$ cat config.mk
export PLATFORM = sky130hd
export DESIGN_NAME = tcsr_chan_regs
export DESIGN_NICKNAME = d
export VERILOG_FILES = /design/src/logic/tcsr_chan_regs.v
export VERILOG_INCLUDE_DIRS = /design/src /design/src/common
export SDC_FILE = /design/constraint.sdc
export NUM_CORES = 1
export LEC_CHECK = 0
export ABC_AREA = 1
export BUFFER_PORTS_ARGS = -buffer_cell sky130_fd_sc_hd__buf_2
export CORE_MARGIN = 8
export CORE_UTILIZATION = 50
export CTS_CLUSTER_SIZE = 30
export DETAILED_ROUTE_END_ITERATION = 8
export GPL_TIMING_DRIVEN = 0
export PLACE_DENSITY = 0.86
export SYNTH_ARGS = -nofsm -noshare
export SYNTH_HDL_FRONTEND = slang
export SYNTH_SLANG_ARGS = --single-unit
$ cat constraint.sdc
create_clock -name core_clk -period 4.4 [get_ports core_clk]
set_clock_uncertainty 0.1 [all_clocks]
set_input_delay 0.66 -clock core_clk [delete_from_list [all_inputs] [get_ports core_clk]]
set_output_delay 0.66 -clock core_clk [all_outputs]
set_load 0.01 [all_outputs]
$ cat src/common/tcsr_regs.vh
// Register offsets, field positions and reset values of the timer channel register block.
// Included by the design; assumes byte addressing on a 32-bit Avalon-MM slave.
`ifndef TCSR_REGS_VH
`define TCSR_REGS_VH
`define TCSR_OFF_CAPA 8'h14
`define TCSR_OFF_CAPB 8'h18
`define TCSR_OFF_PERC 8'h1c
`define TCSR_OFF_STAT 8'h20
`define TCSR_OFF_IEN 8'h24
`define TCSR_OFF_IDIS 8'h28
`define TCSR_OFF_IMASK 8'h2c
`define TCSR_BIT_OVF 0
`define TCSR_BIT_LOVR 1
`define TCSR_BIT_MATA 2
`define TCSR_BIT_MATB 3
`define TCSR_BIT_MATC 4
`define TCSR_BIT_LDA 5
`define TCSR_BIT_LDB 6
`define TCSR_BIT_ETRG 7
`define TCSR_BIT_CLKON 16
`define TCSR_BIT_LINEA 17
`define TCSR_BIT_LINEB 18
`define TCSR_RST_VAL16 16'h0000
`define TCSR_RST_FLAGS 8'h00
`define TCSR_WAVE_MODE 1'b1
`endif

$ cat src/logic/tcsr_chan_regs.v
// Timer channel register block: values A/B/C, status flags, interrupt enables and mask.
// Assumes counter-side event strobes and levels are on core_clk; I/O pins are asynchronous.
`timescale 1ns/1ps
`include "tcsr_regs.vh"

module tcsr_chan_regs (
  input wire core_clk,
  input wire rst,
  input wire [7:0] avs_address,
  input wire avs_read,
  input wire avs_write,
  input wire [31:0] avs_writedata,
  input wire [3:0] avs_byteenable,
  output reg [31:0] avs_readdata,
  output reg avs_waitrequest,
  input wire waveMode,
  input wire overflowEvt,
  input wire matchAEvt,
  input wire matchBEvt,
  input wire matchCEvt,
  input wire loadAEvt,
  input wire loadBEvt,
  input wire [15:0] captureAIn,
  input wire [15:0] captureBIn,
  input wire extTriggerEvt,
  input wire counterClockOn,
  input wire chanIoAPin,
  input wire chanIoBPin,
  input wire chanIoADrive,
  input wire chanIoBDrive,
  output reg [15:0] compareBValue,
  output reg [15:0] periodCompareValue,
  output reg irqOut
);

  // Register map, byte offsets on the slave:
  //   0x14 value A, loaded by the counter in capture, written in waveform
  //   0x18 value B, same access as value A
  //   0x1c value C, read-write in every mode
  //   0x20 status, sticky flags in 7:0, live levels in 18:16
  //   0x24 enable command, write-only, reads zero
  //   0x28 disable command, write-only, reads zero
  //   0x2c interrupt mask view, read-only
  // Status bits: 0 overflow, 1 load overrun, 2 match A, 3 match B,
  //   4 match C, 5 load A, 6 load B, 7 external trigger.
  // Values sit in bits 15:0; bits 31:16 of a value read as zero.

  // Things a user must know:
  //   reading status clears every sticky flag at the taking edge;
  //   an event in that same cycle still sets its flag, so none is lost;
  //   flags of the other mode are held at zero, so a mode switch clears them;
  //   the command registers act on byte lane 0 only;
  //   in capture mode, live pin levels reach status two clocks late through the synchroniser.

  // Stored values
  reg [15:0] captureAQ;
  reg [15:0] captureBQ;
  reg [15:0] periodQ;

  // Sticky flags and interrupt mask, one flop per bit in the loops below
  wire [7:0] flagsQ;
  wire [7:0] maskQ;

  // Load-pending markers for the overrun check
  reg pendAQ;
  reg pendBQ;

  // Bus answer state and the read multiplexer result
  reg ackQ;
  reg [31:0] rdData;

  // Per-flag events, mode gating and next flags
  wire [7:0] flagEvt;
  wire [7:0] flagAllow;
  wire [7:0] flagsD;

  // Raw and synchronised channel pins
  wire [1:0] pinRaw;
  wire [1:0] pinSync;

  // Reset patterns, indexable per bit
  localparam [7:0] FLAG_RST = `TCSR_RST_FLAGS;
  localparam [7:0] MASK_RST = `TCSR_RST_FLAGS;

  // Merges a write into a 16-bit value honouring the low byte lanes
  function [15:0] mergeLow;
    input [15:0] old;
    input [31:0] wd;
    input [3:0] be;
    begin
      mergeLow = {be[1] ? wd[15:8] : old[15:8], be[0] ? wd[7:0] : old[7:0]};
    end
  endfunction

  // True when the bus address selects the given register offset
  function addrHit;
    input [7:0] adr;
    input [7:0] off;
    begin
      addrHit = (adr == off);
    end
  endfunction

  // True when the low byte lane, which the commands use, is written
  function laneLow;
    input [3:0] be;
    begin
      laneLow = be[0];
    end
  endfunction

  // Flags that may be set in the given mode
  function [7:0] allowFor;
    input cap;
    begin
      allowFor = 8'hff;
      allowFor[`TCSR_BIT_LOVR] = cap;
      allowFor[`TCSR_BIT_MATA] = ~cap;
      allowFor[`TCSR_BIT_MATB] = ~cap;
      allowFor[`TCSR_BIT_LDA] = cap;
      allowFor[`TCSR_BIT_LDB] = cap;
    end
  endfunction

  // Assembles the status word from flags and live levels
  function [31:0] statusWord;
    input [7:0] flags;
    input clkOn;
    input la;
    input lb;
    begin
      statusWord = 32'h00000000;
      statusWord[7:0] = flags;
      statusWord[`TCSR_BIT_CLKON] = clkOn;
      statusWord[`TCSR_BIT_LINEA] = la;
      statusWord[`TCSR_BIT_LINEB] = lb;
    end
  endfunction

  // A request is taken once; the cycle after it is the answer cycle
  wire req = (avs_read | avs_write) & ~ackQ;
  wire wrOk = avs_write & ~ackQ;
  wire rdOk = avs_read & ~ackQ;

  // Decoded register strobes of the taken request
  wire stRead = rdOk & addrHit(avs_address, `TCSR_OFF_STAT);
  wire rdA = rdOk & addrHit(avs_address, `TCSR_OFF_CAPA);
  wire rdB = rdOk & addrHit(avs_address, `TCSR_OFF_CAPB);
  wire wrA = wrOk & addrHit(avs_address, `TCSR_OFF_CAPA);
  wire wrB = wrOk & addrHit(avs_address, `TCSR_OFF_CAPB);
  wire wrC = wrOk & addrHit(avs_address, `TCSR_OFF_PERC);
  wire wrEn = wrOk & addrHit(avs_address, `TCSR_OFF_IEN) & laneLow(avs_byteenable);
  wire wrDis = wrOk & addrHit(avs_address, `TCSR_OFF_IDIS) & laneLow(avs_byteenable);

  // Mode decode and mirrored line levels
  wire capMode = (waveMode != `TCSR_WAVE_MODE);
  wire lineA = capMode ? pinSync[0] : chanIoADrive;
  wire lineB = capMode ? pinSync[1] : chanIoBDrive;

  // A second load of a still unread value is an overrun
  wire overrunEvt = (loadAEvt & pendAQ) | (loadBEvt & pendBQ);

  // Raw pins gathered so the synchroniser can be a loop
  assign pinRaw = {chanIoBPin, chanIoAPin};

  // Events in status bit order
  assign flagEvt = {extTriggerEvt, loadBEvt, loadAEvt, matchCEvt,
    matchBEvt, matchAEvt, overrunEvt, overflowEvt};

  // Mode gating of the flags
  assign flagAllow = allowFor(capMode);

  // Unmasked flags that raise the interrupt on the next edge
  wire [7:0] irqHit = flagsD & maskQ;

  // Two-flop synchroniser per channel pin; only the second stage is read
  genvar gi;
  generate
    for (gi = 0; gi < 2; gi = gi + 1) begin : pinSyncGen
      reg s1Q;
      reg s2Q;
      always @(posedge core_clk or posedge rst) begin
        if (rst) begin
          s1Q <= 1'b0;
          s2Q <= 1'b0;
        end else begin
          s1Q <= pinRaw[gi];
          s2Q <= s1Q;
        end
      end
      assign pinSync[gi] = s2Q;
    end
  endgenerate

  // One sticky flag per status bit
  genvar fi;
  generate
    for (fi = 0; fi < 8; fi = fi + 1) begin : flagGen
      reg flagQ;
      // Set wins over the read-clear; a disallowed flag is held at zero
      assign flagsD[fi] = flagAllow[fi] & (flagEvt[fi] | (flagQ & ~stRead));
      always @(posedge core_clk or posedge rst) begin
        if (rst) begin
          flagQ <= FLAG_RST[fi];
        end else begin
          flagQ <= flagsD[fi];
        end
      end
      assign flagsQ[fi] = flagQ;
    end
  endgenerate

  // One mask bit per status flag: enable sets, disable clears
  genvar mi;
  generate
    for (mi = 0; mi < 8; mi = mi + 1) begin : maskGen
      reg bitQ;
      always @(posedge core_clk or posedge rst) begin
        if (rst) begin
          bitQ <= MASK_RST[mi];
        end else if (wrEn & avs_writedata[mi]) begin
          bitQ <= 1'b1;
        end else if (wrDis & avs_writedata[mi]) begin
          bitQ <= 1'b0;
        end
      end
      assign maskQ[mi] = bitQ;
    end
  endgenerate

  // Value A: counter load in capture, software write in waveform
  always @(posedge core_clk or posedge rst) begin
    if (rst) begin
      captureAQ <= `TCSR_RST_VAL16;
    end else if (capMode & loadAEvt) begin
      captureAQ <= captureAIn;
    end else if (~capMode & wrA) begin
      captureAQ <= mergeLow(captureAQ, avs_writedata, avs_byteenable);
    end
  end

  // Value B: counter load in capture, software write in waveform
  always @(posedge core_clk or posedge rst) begin
    if (rst) begin
      captureBQ <= `TCSR_RST_VAL16;
    end else if (capMode & loadBEvt) begin
      captureBQ <= captureBIn;
    end else if (~capMode & wrB) begin
      captureBQ <= mergeLow(captureBQ, avs_writedata, avs_byteenable);
    end
  end

  // Value C: software write in every mode
  always @(posedge core_clk or posedge rst) begin
    if (rst) begin
      periodQ <= `TCSR_RST_VAL16;
    end else if (wrC) begin
      periodQ <= mergeLow(periodQ, avs_writedata, avs_byteenable);
    end
  end

  // A load of A arms the overrun check until A is read
  always @(posedge core_clk or posedge rst) begin
    if (rst) begin
      pendAQ <= 1'b0;
    end else begin
      pendAQ <= capMode & (loadAEvt | (pendAQ & ~rdA));
    end
  end

  // A load of B arms the overrun check until B is read
  always @(posedge core_clk or posedge rst) begin
    if (rst) begin
      pendBQ <= 1'b0;
    end else begin
      pendBQ <= capMode & (loadBEvt | (pendBQ & ~rdB));
    end
  end

  // Bus timing: a request is taken at the first edge that sees it,
  // waitrequest falls for exactly one cycle after it, and the master
  // drops the request at the edge that samples waitrequest low.

  // Marks the answer cycle so that a held request is taken only once
  always @(posedge core_clk or posedge rst) begin
    if (rst) begin
      ackQ <= 1'b0;
    end else begin
      ackQ <= req;
    end
  end

  // Waitrequest is high when idle and low in the answer cycle
  always @(posedge core_clk or posedge rst) begin
    if (rst) begin
      avs_waitrequest <= 1'b1;
    end else begin
      avs_waitrequest <= ~req;
    end
  end

  // Read data captured at the taking edge, held until the next read
  always @(posedge core_clk or posedge rst) begin
    if (rst) begin
      avs_readdata <= 32'h00000000;
    end else if (rdOk) begin
      avs_readdata <= rdData;
    end
  end

  // Read multiplexer; unmapped and write-only offsets read zero
  always @* begin
    rdData = 32'h00000000;
    case (avs_address)
      `TCSR_OFF_CAPA: rdData[15:0] = captureAQ;
      `TCSR_OFF_CAPB: rdData[15:0] = captureBQ;
      `TCSR_OFF_PERC: rdData[15:0] = periodQ;
      `TCSR_OFF_STAT: rdData = statusWord(flagsQ, counterClockOn, lineA, lineB);
      `TCSR_OFF_IMASK: rdData[7:0] = maskQ;
      default: rdData = 32'h00000000;
    endcase
  end

  // Registered copy of value B for the compare logic
  always @(posedge core_clk or posedge rst) begin
    if (rst) begin
      compareBValue <= `TCSR_RST_VAL16;
    end else begin
      compareBValue <= captureBQ;
    end
  end

  // Registered copy of value C for the compare logic
  always @(posedge core_clk or posedge rst) begin
    if (rst) begin
      periodCompareValue <= `TCSR_RST_VAL16;
    end else begin
      periodCompareValue <= periodQ;
    end
  end

  // Level interrupt, high while an unmasked flag is set
  always @(posedge core_clk or posedge rst) begin
    if (rst) begin
      irqOut <= 1'b0;
    end else begin
      irqOut <= |irqHit;
    end
  end

endmodule // tcsr_chan_regs

# == Yosys cells after proc, flatten, opt, wreduce, memory -nomap -nowiden ==
# Index checks and enable logic that the tools add are counted.
# op_classes
n_eq_ne,7
mux,27
n_bitwise,71
reduce_logical,21
# ops
op,n
$mux W16,4
$and A1 B1 Y1,52
$pmux W8 S5,1
$eq A8 B6 Y1 const B,4
$reduce_bool A2 Y1,14
$eq A8 B5 Y1 const B,3
$pmux W8 S3,1
$mux W1,18
$mux W8,2
$or A1 B1 Y1,12
$reduce_and A2 Y1,6
$and A8 B8 Y8,1
$reduce_or A8 Y1,1
$not A1 Y1,6
$mux W3,1
# totals
regBits,137
in_bits,93
output_inout_bits,66
elab_cells,160

# == Depth between registers and ports, before layout ==
# Gate-level depths: netlist (run 1).
# depth
word_depth,9
depth_mapped,11
ltp_nobuf,10

# == Worst setup path before layout (run 1) ==
# Ideal clock, no wire load.
# synth_path
path_type,input to register
start,input avs_address[1]
end,register periodQ[0]
t_arrival_ps,1692
t_required_ps,4178
path_slack_ps,2485
stages,7
n_path_buf,1
path_cell_list,nor2_2 -> nand2_2 -> nor3_4 -> nand3_4 -> buf_6 -> nand2_1 -> o21ai_1
# synth_between
elab_chain_len,3
# synth_lines
item,line_no,text
from (decl),tcsr_chan_regs.v:9,"input wire [7:0] avs_address,"
$eq A8 B5 Y1,tcsr_chan_regs.v:100,addrHit = (adr == off);
$and A1 B1 Y1,tcsr_chan_regs.v:151,"wire wrC = wrOk & addrHit(avs_address, `TCSR_OFF_PERC);"
$reduce_and A2 Y1 (no source line),--,
to (signal assigned),tcsr_chan_regs.v:256,periodQ <= `TCSR_RST_VAL16;
to (signal assigned),tcsr_chan_regs.v:258,"periodQ <= mergeLow(periodQ, avs_writedata, avs_byteenable);"
to (decl),tcsr_chan_regs.v:58,reg [15:0] periodQ;
# No other way between the ends.
# A chain may end at the register's enable or synchronous reset.

# == Final worst setup path (run 1) ==
# layout_path
start,register ackQ
end,register irqOut
# layout_between
elab_chain_len,9
word_cells_on_any_way,27
cone_classes,bitwise (26); reduce/logical (1)
# layout_lines
item,line_no,text
from (decl),tcsr_chan_regs.v:69,reg ackQ;
from (signal assigned),tcsr_chan_regs.v:289,ackQ <= req;
$not A1 Y1,tcsr_chan_regs.v:143,wire rdOk = avs_read & ~ackQ;
$and A1 B1 Y1,tcsr_chan_regs.v:143,
$and A1 B1 Y1,tcsr_chan_regs.v:146,"wire stRead = rdOk & addrHit(avs_address, `TCSR_OFF_STAT);"
$not A1 Y1,tcsr_chan_regs.v:201,assign flagsD[fi] = flagAllow[fi] & (flagEvt[fi] | (flagQ & ~stRead));
$and A1 B1 Y1,tcsr_chan_regs.v:201,
$or A1 B1 Y1,tcsr_chan_regs.v:201,
$and A1 B1 Y1,tcsr_chan_regs.v:201,
via flagsD[5],tcsr_chan_regs.v:75,wire [7:0] flagsD;
$and A8 B8 Y8,tcsr_chan_regs.v:174,wire [7:0] irqHit = flagsD & maskQ;
$reduce_or A8 Y1,tcsr_chan_regs.v:347,irqOut <= |irqHit;
to (signal assigned),tcsr_chan_regs.v:347,
to (decl),tcsr_chan_regs.v:33,output reg irqOut
# The timed path passes the listed nets, and every way through them passes these cells.

==> results of run 1 <==
layout by cell type (no fill, tap or decap), types with 2 or more instances in the layout:
cell type and instances:
nand4_1 2, nand3_1 40, nor2_2 2, buf_4 14, o21ai_1 22, a21oi_1 40, o22ai_1 2, nor3_4 2
clkinv_4 3, clkbuf_1 11, nand4_4 2, mux2i_1 2, nand2_1 193, conb_1 13, clkinvlp_4 3, inv_6 6
o21ai_0 33, buf_6 4, clkbuf_16 16, inv_1 49, bufinv_16 2, nand3_4 2, nand2_4 2, dfrtp_1 123
nor2_1 61, clkbuf_8 2, inv_2 3, buf_2 131
worst max-delay path, delay by kind of cell (launching register included):
family	cells	cell delay [ns]
simple gates	8	1.23
buf+inv	1	0.23
flops	1	0.37
path summary, 6_finish.rpt:
check                                               end  depth (start not counted)
max in group asynchronous     avs_waitrequest$_DFF_PP1_                          3
min in group core_clk       pinSyncGen[0].s1Q$_DFF_PP0_                          1
max                                    irqOut$_DFF_PP0_                          9
min reg2reg                 pinSyncGen[0].s2Q$_DFF_PP0_                          0
max reg2reg                            irqOut$_DFF_PP0_                          9
min                        avs_readdata[10]$_DFFE_PP0N_                          2
per-layer routing:
metal	share of wire, %	track usage [%]	vias to the layer above	wire length [um]
met3	9.5	6.294	51	1516
met5	0	0	-	0
met1	38	27.29	2314	6084
met2	49	37.27	296	7851
li1	-	-	2288	-
met4	3.5	10.38	0	553
per-stage QoR:
| stage | utilization, % | setup TNS [ns] | setup slack (ns) | cells |
|---|---|---|---|---|
| after floorplan | - | 0 | 0.3424 | 635 |
| after global placement | 58.46 | -106.61 | -0.8718 | 902 |
| after detailed placement | 58.76 | 0 | 1.974 | 903 |
| after CTS | 64.23 | 0 | 2.379 | 935 |
| after global routing | 64.23 | 0 | 2.149 | 935 |
| final | 64.23 | 0 | 2.351 | 935 |
cell usage after synthesis, drive strengths merged:
master / instances / area [um2]
dfstp: 1 / 26.28
o211ai: 1 / 7.510
nand3: 43 / 245.2
nand2: 196 / 753.2
buf: 22 / 170.2
a22o: 1 / 8.760
nand4: 4 / 55.05
a21oi: 40 / 200.2
o21ai: 55 / 275.3
o22ai: 2 / 12.51
dfrtp: 123 / 3078
clkbuf: 11 / 41.29
a31oi: 1 / 6.260
inv: 53 / 198.9
conb: 1 / 3.750
nor2: 64 / 252.7
mux2i: 2 / 20.02
nor3: 3 / 42.54
logic make-up after synthesis:
kind of cell,Yosys count,share of synthesized area [%]
other cells,1,0.06947
mux,2,0.3709
compound gates,100,9.458
buf+inv,86,7.603
simple gates,310,24.99
flops,124,57.51
sequential cells by signal, summed over array words and instances (netlist names), 8 cells and up:
register            cells
flagGen.flagQ           8
captureBQ              16
periodQ                16
maskGen.bitQ            8
compareBValue          16
captureAQ              16
periodCompareValue     16
avs_readdata           19
final cells by class:
| type | instances | share of cell area, % |
|---|---|---|
| Sequential cell | 124 | 45.17 |
| Multi-Input combinational cell | 425 | 28.06 |
| Timing Repair Buffer | 128 | 9.650 |
| Clock buffer | 18 | 6.227 |
| Buffer | 33 | 3.077 |
| Inverter | 53 | 2.968 |
| Tap cell | 140 | 2.549 |
| Clock inverter | 14 | 2.294 |
power groups by stage:
stage               clock (mW)  sequential, mW  combinational [mW]
finish                    1.37            1.29               0.329
global route              1.42            1.30               0.368
CTS                       1.37            1.29               0.330
detailed placement           0            1.31               0.325
global placement             0            1.30               0.314
floorplan                    0            1.32               0.169
==> metrics.txt, run 1 <==
# TYPE chip_impl_metric gauge
chip_impl_metric{name="pin_count",unit=""} 159
chip_impl_info{name="path_cells",value="nor2_1 > nand3_1 > buf_2 > nand2_1 > nand2_1 > nand2_1 > nand2_1 > nor2_1 > nand2_1"} 1
chip_impl_metric{name="global_route_wire_length_before_repair",unit="um"} 25690
chip_impl_metric{name="drt_pass1_iterations",unit=""} 5
chip_impl_metric{name="fillers",unit=""} 834
chip_impl_metric{name="max_slew.worst_pin.slew",unit="ns"} 0.6485
chip_impl_metric{name="post_cts_buffers",unit=""} 0
chip_impl_metric{name="min_period",unit="ns"} 2.049
chip_impl_metric{name="finalMaxSlewViolations",unit=""} 0
chip_impl_metric{name="finalHoldWorstSlack",unit="ns"} 0.1040
chip_impl_metric{name="vias_per_cell",unit=""} 5.293
chip_impl_metric{name="floorplan.initialDensity",unit="%"} 50.46
chip_impl_metric{name="p_switching",unit="uW"} 799.8
chip_impl_metric{name="antenna_found_initial",unit=""} 0
chip_impl_metric{name="clock_path_buffers",unit=""} 2
chip_impl_metric{name="r2r_setup_slack",unit="ns"} 2.35
chip_impl_metric{name="worst_ir_drop_vdd",unit="mV"} 0.2377
chip_impl_metric{name="synth_area",unit="mm2"} 0.005398
chip_impl_metric{name="die_area",unit="mm2"} 0.01438
chip_impl_metric{name="dr.first_iter.drc_count",unit=""} 466
chip_impl_metric{name="switching_share_of_power",unit="%"} 26.76
chip_impl_metric{name="worst_slew_slack_as_a_fraction_of_its_limit",unit="%"} 56.61
chip_impl_metric{name="track_usage",unit="%"} 22.68
chip_impl_metric{name="arrival",unit="ns"} 2.36
chip_impl_info{name="worst_setup_path_end_kind",value="register"} 1
chip_impl_metric{name="cts_resized",unit=""} 0
chip_impl_metric{name="totalWireLength",unit="um"} 16010
chip_impl_metric{name="syn_inst",unit=""} 623
chip_impl_metric{name="core.rowCount",unit=""} 38
chip_impl_metric{name="placed_area",unit="mm2"} 0.006286
chip_impl_info{name="cp_slowest_cell",value="nor2_1"} 1
chip_impl_metric{name="numClockSinks",unit=""} 124
chip_impl_metric{name="period_share",unit="%"} 46.57
chip_impl_metric{name="clock_tree.htree_level_count",unit=""} 4
chip_impl_metric{name="hpwl",unit="um"} 11430
chip_impl_metric{name="post-layout-total-power",unit="mW"} 2.988
chip_impl_metric{name="detail_route.drc_violations",unit=""} 0
chip_impl_metric{name="final-seq-area",unit="mm2"} 0.003104
chip_impl_metric{name="die_w",unit="um"} 119.9
chip_impl_metric{name="worst_path_required_time",unit="ns"} 4.71
chip_impl_info{name="cts_tree",value="built"} 1
chip_impl_metric{name="num_vias",unit=""} 4949
chip_impl_info{name="status",value="complete, no violations"} 1
chip_impl_metric{name="dieHeight",unit="um"} 119.9
chip_impl_info{name="hold_class",value="in -> async"} 1
chip_impl_metric{name="avgRoutedWirePerCell",unit="um"} 17.12
chip_impl_metric{name="share_comb_of_total_power",unit="%"} 11.0
chip_impl_metric{name="maxClockFrequency",unit="MHz"} 488.0
chip_impl_metric{name="multiInputGateArea",unit="mm2"} 0.001928
chip_impl_metric{name="number_of_buffer_cells_added_on_primary_ports",unit=""} 127
chip_impl_metric{name="cellInternalPower",unit="mW"} 2.189
chip_impl_metric{name="seq_power_share",unit="%"} 43.1
chip_impl_metric{name="gr-total-overflow",unit=""} 0
chip_impl_metric{name="synthesis.yosys.warnings",unit=""} 0
chip_impl_info{name="crit_top_cell",value="nand2_1"} 1
chip_impl_metric{name="grt_pass1_vias",unit=""} 5015
chip_impl_info{name="crit-reg2reg-launch",value="ackQ$_DFF_PP0_"} 1
chip_impl_metric{name="synthDistinctLibCells",unit=""} 30
chip_impl_metric{name="synth_area_per_cell",unit="um2"} 8.664
chip_impl_metric{name="numCtsBuffers",unit=""} 17
chip_impl_metric{name="total_leakage_power",unit="nW"} 3.708
chip_impl_info{name="rsz_0062_raised_after_global_routing",value="false"} 1
chip_impl_metric{name="max_cap_violations",unit=""} 0
chip_impl_metric{name="ctsHoldBuffers",unit=""} 0
chip_impl_metric{name="final_non_filler_cell_area",unit="mm2"} 0.006872
chip_impl_metric{name="drt.antenna.violating_nets",unit=""} 0
chip_impl_metric{name="p_clk_share",unit="%"} 45.9
chip_impl_info{name="clk_root_buffer_cell",value="clkbuf_8"} 1
chip_impl_info{name="timing.critical_path.from",value="ackQ$_DFF_PP0_"} 1
chip_impl_metric{name="timing.critical_path.fanout_max",unit=""} 10
chip_impl_metric{name="cts.reportedPaths.clkPinSlew",unit="ns"} 0.06
chip_impl_metric{name="gp_congestion",unit=""} 0.8652
chip_impl_metric{name="final-hold-violation-count",unit=""} 0
chip_impl_metric{name="synth-seq-area-share",unit="%"} 57.51
chip_impl_metric{name="core-area",unit="mm2"} 0.01070
chip_impl_info{name="kind_of_launch_point_of_the_worst_setup_path",value="register"} 1
chip_impl_metric{name="grt_max_degree",unit=""} 64
chip_impl_metric{name="num_antenna_cells",unit=""} 0
chip_impl_metric{name="ratio_of_cells_with_drive_above_1_in_the_final_layout",unit="%"} 25.28
chip_impl_metric{name="setup-violations-final",unit=""} 0
chip_impl_metric{name="powerDensity",unit="mW/mm2"} 434.9
chip_impl_metric{name="nets",unit=""} 875
chip_impl_metric{name="timing.critical_path.slowest_cell_delay",unit="ns"} 0.52
chip_impl_metric{name="synth.ff_latch_count",unit=""} 124
chip_impl_metric{name="area_growth_syn_to_layout",unit="%"} 27.31
chip_impl_metric{name="clock_latency",unit="ns"} 0.53
chip_impl_info{name="timing.setup.critical_path_class",value="reg -> reg"} 1
(Power assumes the default switching activity.)
==> inputs of run 2 (changes only) <==
- CORE_UTILIZATION: 50 -> 47
- PLACE_DENSITY: 0.86 -> 0.85
- clock period: 4.4 -> 1.72 ns (I/O delays scaled with it)
==> run 2 against run 1 <==
Non-clock buffer count grew 12. Critical path depth is the same. Register-to-register slack lost 2.3 ns. Power grew to 2.7 times the previous value. Sequential share of layout area shrank 1.5 points. Clock power grew to 2.8 times the previous value. Final area grew 3.5%. Routed wire length grew 0.57%. First-iteration DRC count grew 0.64%. Critical path type unchanged. Critical endpoint unchanged. Highest routed layer unchanged.
==> metrics.txt, run 2 (synthesized netlist as in run 1, its figures left out) <==
# TYPE chip_impl_metric gauge
chip_impl_metric{name="clock_latency",unit="ns"} 0.42
chip_impl_metric{name="core.rowCount",unit=""} 39
chip_impl_metric{name="detail_route.drc_violations",unit=""} 0
chip_impl_metric{name="timing.critical_path.slowest_cell_delay",unit="ns"} 0.40
chip_impl_metric{name="cts.reportedPaths.clkPinSlew",unit="ns"} 0.05
chip_impl_metric{name="maxClockFrequency",unit="MHz"} 611.0
chip_impl_metric{name="numClockSinks",unit=""} 124
chip_impl_metric{name="fillers",unit=""} 900
chip_impl_metric{name="antenna_found_initial",unit=""} 1
chip_impl_info{name="path_cells",value="nor2_4 > nand3_1 > buf_2 > nand2_1 > nand2_1 > nand3_1 > nand2_1 > nor2_1 > nand2_1"} 1
chip_impl_info{name="crit-reg2reg-launch",value="ackQ$_DFF_PP0_"} 1
chip_impl_info{name="hold_worst_path_end",value="avs_readdata[16]$_DFFE_PP0N_"} 1
chip_impl_metric{name="dieHeight",unit="um"} 123.2
chip_impl_metric{name="largest_register_ffs",unit=""} 19
chip_impl_metric{name="timing.critical_path.fanout_max",unit=""} 10
chip_impl_metric{name="grt_pass1_vias",unit=""} 4867
chip_impl_info{name="worst_setup_path_end_kind",value="register"} 1
chip_impl_metric{name="die_w",unit="um"} 123.2
chip_impl_info{name="kind_of_launch_point_of_the_worst_setup_path",value="register"} 1
chip_impl_metric{name="core-area",unit="mm2"} 0.01132
chip_impl_info{name="holdCritStartpoint",value="counterClockOn"} 1
chip_impl_info{name="final_cell_mix",value="nand2_1, buf_2, dfrtp_1"} 1
chip_impl_metric{name="final_non_filler_cell_area",unit="mm2"} 0.007111
chip_impl_metric{name="arrival",unit="ns"} 1.83
chip_impl_metric{name="dr.first_iter.drc_count",unit=""} 469
chip_impl_metric{name="number_of_buffer_cells_added_on_primary_ports",unit=""} 127
chip_impl_info{name="hold_class",value="in -> reg"} 1
chip_impl_metric{name="numCtsBuffers",unit=""} 17
chip_impl_metric{name="placed_area",unit="mm2"} 0.006321
chip_impl_metric{name="powerDensity",unit="mW/mm2"} 1135
chip_impl_metric{name="ratio_of_cells_with_drive_above_1_in_the_final_layout",unit="%"} 25.99
chip_impl_metric{name="post_placement_cell_count",unit=""} 908
chip_impl_info{name="clk_root_buffer_cell",value="clkbuf_16"} 1
chip_impl_metric{name="grt_max_degree",unit=""} 41
chip_impl_metric{name="min_period",unit="ns"} 1.637
chip_impl_info{name="final_common_cell",value="nand2_1"} 1
chip_impl_metric{name="drt_pass1_iterations",unit=""} 5
chip_impl_metric{name="pin_count",unit=""} 159
chip_impl_info{name="r2r_end",value="irqOut$_DFF_PP0_"} 1
chip_impl_metric{name="clock_path_buffers",unit=""} 2
chip_impl_metric{name="drt.antenna.violating_nets",unit=""} 0
chip_impl_metric{name="die_area",unit="mm2"} 0.01517
chip_impl_metric{name="total_leakage_power",unit="nW"} 3.795
chip_impl_info{name="largest_register",value="avs_readdata"} 1
chip_impl_metric{name="max_cap_violations",unit=""} 0
chip_impl_metric{name="worstRegToRegCells",unit=""} 9
chip_impl_metric{name="floorplan.initialDensity",unit="%"} 47.68
chip_impl_info{name="grt_most_used_layer",value="met2"} 1
chip_impl_metric{name="num_vias",unit=""} 4928
chip_impl_info{name="crit_top_cell",value="nand2_1"} 1
chip_impl_metric{name="post-route-util",unit="%"} 62.81
chip_impl_metric{name="area_growth_syn_to_layout",unit="%"} 31.73
chip_impl_metric{name="finalMaxSlewViolations",unit=""} 0
chip_impl_metric{name="hpwl",unit="um"} 11230
chip_impl_metric{name="period_share",unit="%"} 95.15
chip_impl_metric{name="nets",unit=""} 888
chip_impl_metric{name="gp_congestion",unit=""} 0.8801
chip_impl_metric{name="gr-usage-met3",unit="%"} 5.662
chip_impl_metric{name="global_route_wire_length_before_repair",unit="um"} 24880
chip_impl_metric{name="final-hold-violation-count",unit=""} 0
chip_impl_metric{name="avgRoutedWirePerCell",unit="um"} 16.91
chip_impl_metric{name="vias_per_cell",unit=""} 5.176
chip_impl_info{name="timing.setup.critical_path_class",value="reg -> reg"} 1
chip_impl_metric{name="final-seq-area",unit="mm2"} 0.003104
chip_impl_info{name="cp_slowest_cell",value="dfrtp_1"} 1
chip_impl_metric{name="multiInputGateArea",unit="mm2"} 0.001946
chip_impl_metric{name="setup-violations-final",unit=""} 0
chip_impl_metric{name="worst_ir_drop_vdd",unit="mV"} 0.6796
chip_impl_metric{name="groute.layer.met1.usage",unit="%"} 27.93
chip_impl_metric{name="timing.hold.worst_path_depth",unit=""} 3
chip_impl_metric{name="grtUsageMet2",unit="%"} 32.92
chip_impl_info{name="cts_tree",value="built"} 1
chip_impl_info{name="status",value="complete, no violations"} 1
chip_impl_metric{name="max_slew.worst_pin.slew",unit="ns"} 0.6680
chip_impl_metric{name="gr-total-overflow",unit=""} 0
chip_impl_metric{name="totalWireLength",unit="um"} 16100
chip_impl_metric{name="track_usage",unit="%"} 21.44
chip_impl_metric{name="r2r_setup_slack",unit="ns"} 0.08
chip_impl_metric{name="filler_free_cell_count_of_the_finished_design",unit=""} 952
chip_impl_metric{name="worst_slew_slack_as_a_fraction_of_its_limit",unit="%"} 55.47
chip_impl_metric{name="worst_path_required_time",unit="ns"} 1.92
chip_impl_metric{name="clock_tree.htree_level_count",unit=""} 4
chip_impl_info{name="rsz_0062_raised_after_global_routing",value="false"} 1
[run 2: cell count changes in the layout (fill, tap and decap cells not counted), moves of 3 or more]
cell,before,now
buf_12,0,5
bufinv_16,2,5
clkbuf_1,11,14
dlygate4sd3_1,0,6
inv_6,6,0
nand2_1,193,190
nand2_2,1,4
[run 2: stage by stage]
stage	worst slack [ns]	TNS [ns]	power [mW]	hold slack (ns)
final	0.08337	0	8.069	0.01253
after global routing	0.03049	0	8.341	0.02813
after CTS	0.01338	0	8.055	0.009680
after detailed placement	-0.3494	-12.25	4.180	0.2035
after global placement	-0.8948	-120.24	4.137	0.2332
after floorplan	-0.1625	-19.99	3.801	0.1894
[run 2: final cells by class]
cell class,count,share of cell area (%)
Sequential cell,124,43.66
Clock buffer,21,6.335
Buffer,33,3.009
Multi-Input combinational cell,425,27.36
Timing Repair inverter,1,0.07039
Clock inverter,11,2.692
Tap cell,143,2.516
Timing Repair Buffer,140,11.40
Inverter,53,2.921
Antenna cell,1,0.03519
[run 2: critical path, delay by kind of cell, from the launching register on]
| family | cells | cell delay [ns] |
|---|---|---|
| buffers and inverters | 1 | 0.22 |
| flip-flops | 1 | 0.40 |
| AND/OR/NAND/NOR | 8 | 0.80 |
[run 2: timing repair]
item                                    in CTS  in global routing
hold endpoints to repair                    23                  0
endpoints found under the setup margin      19                 58
pin swaps                                    0                  2
setup buffers                                0                  4
resized for setup                            3                  8
cloned                                       0                  1
hold buffers                                 6                  0
[run 2: how the worst max path moves through the flow]
| stage | from | to | cells after the start |
|---|---|---|---|
| after floorplan | rst | ackQ$_DFF_PP0_ | 1 |
| after global placement | rst | captureBQ[0]$_DFFE_PP0P_ | 2 |
| after detailed placement | avs_address[1] | captureBQ[13]$_DFFE_PP0P_ | 8 |
| after CTS | ackQ$_DFF_PP0_ | irqOut$_DFF_PP0_ | 9 |
| after global routing | ackQ$_DFF_PP0_ | irqOut$_DFF_PP0_ | 9 |
| final | ackQ$_DFF_PP0_ | irqOut$_DFF_PP0_ | 9 |
[run 2: routing by layer]
metal	part of all wire, %	wire length (um)
met5	0	0
met4	2.8	453
met3	8.9	1435
met2	48	7752
met1	40	6457
[run 2: where the power goes]
part	switching [mW]	internal [mW]	leakage (nW)
Clock	1.29	2.60	0.303
Sequential	0.138	3.17	1.58
Combinational	0.539	0.335	1.91
Total	1.96	6.10	3.80
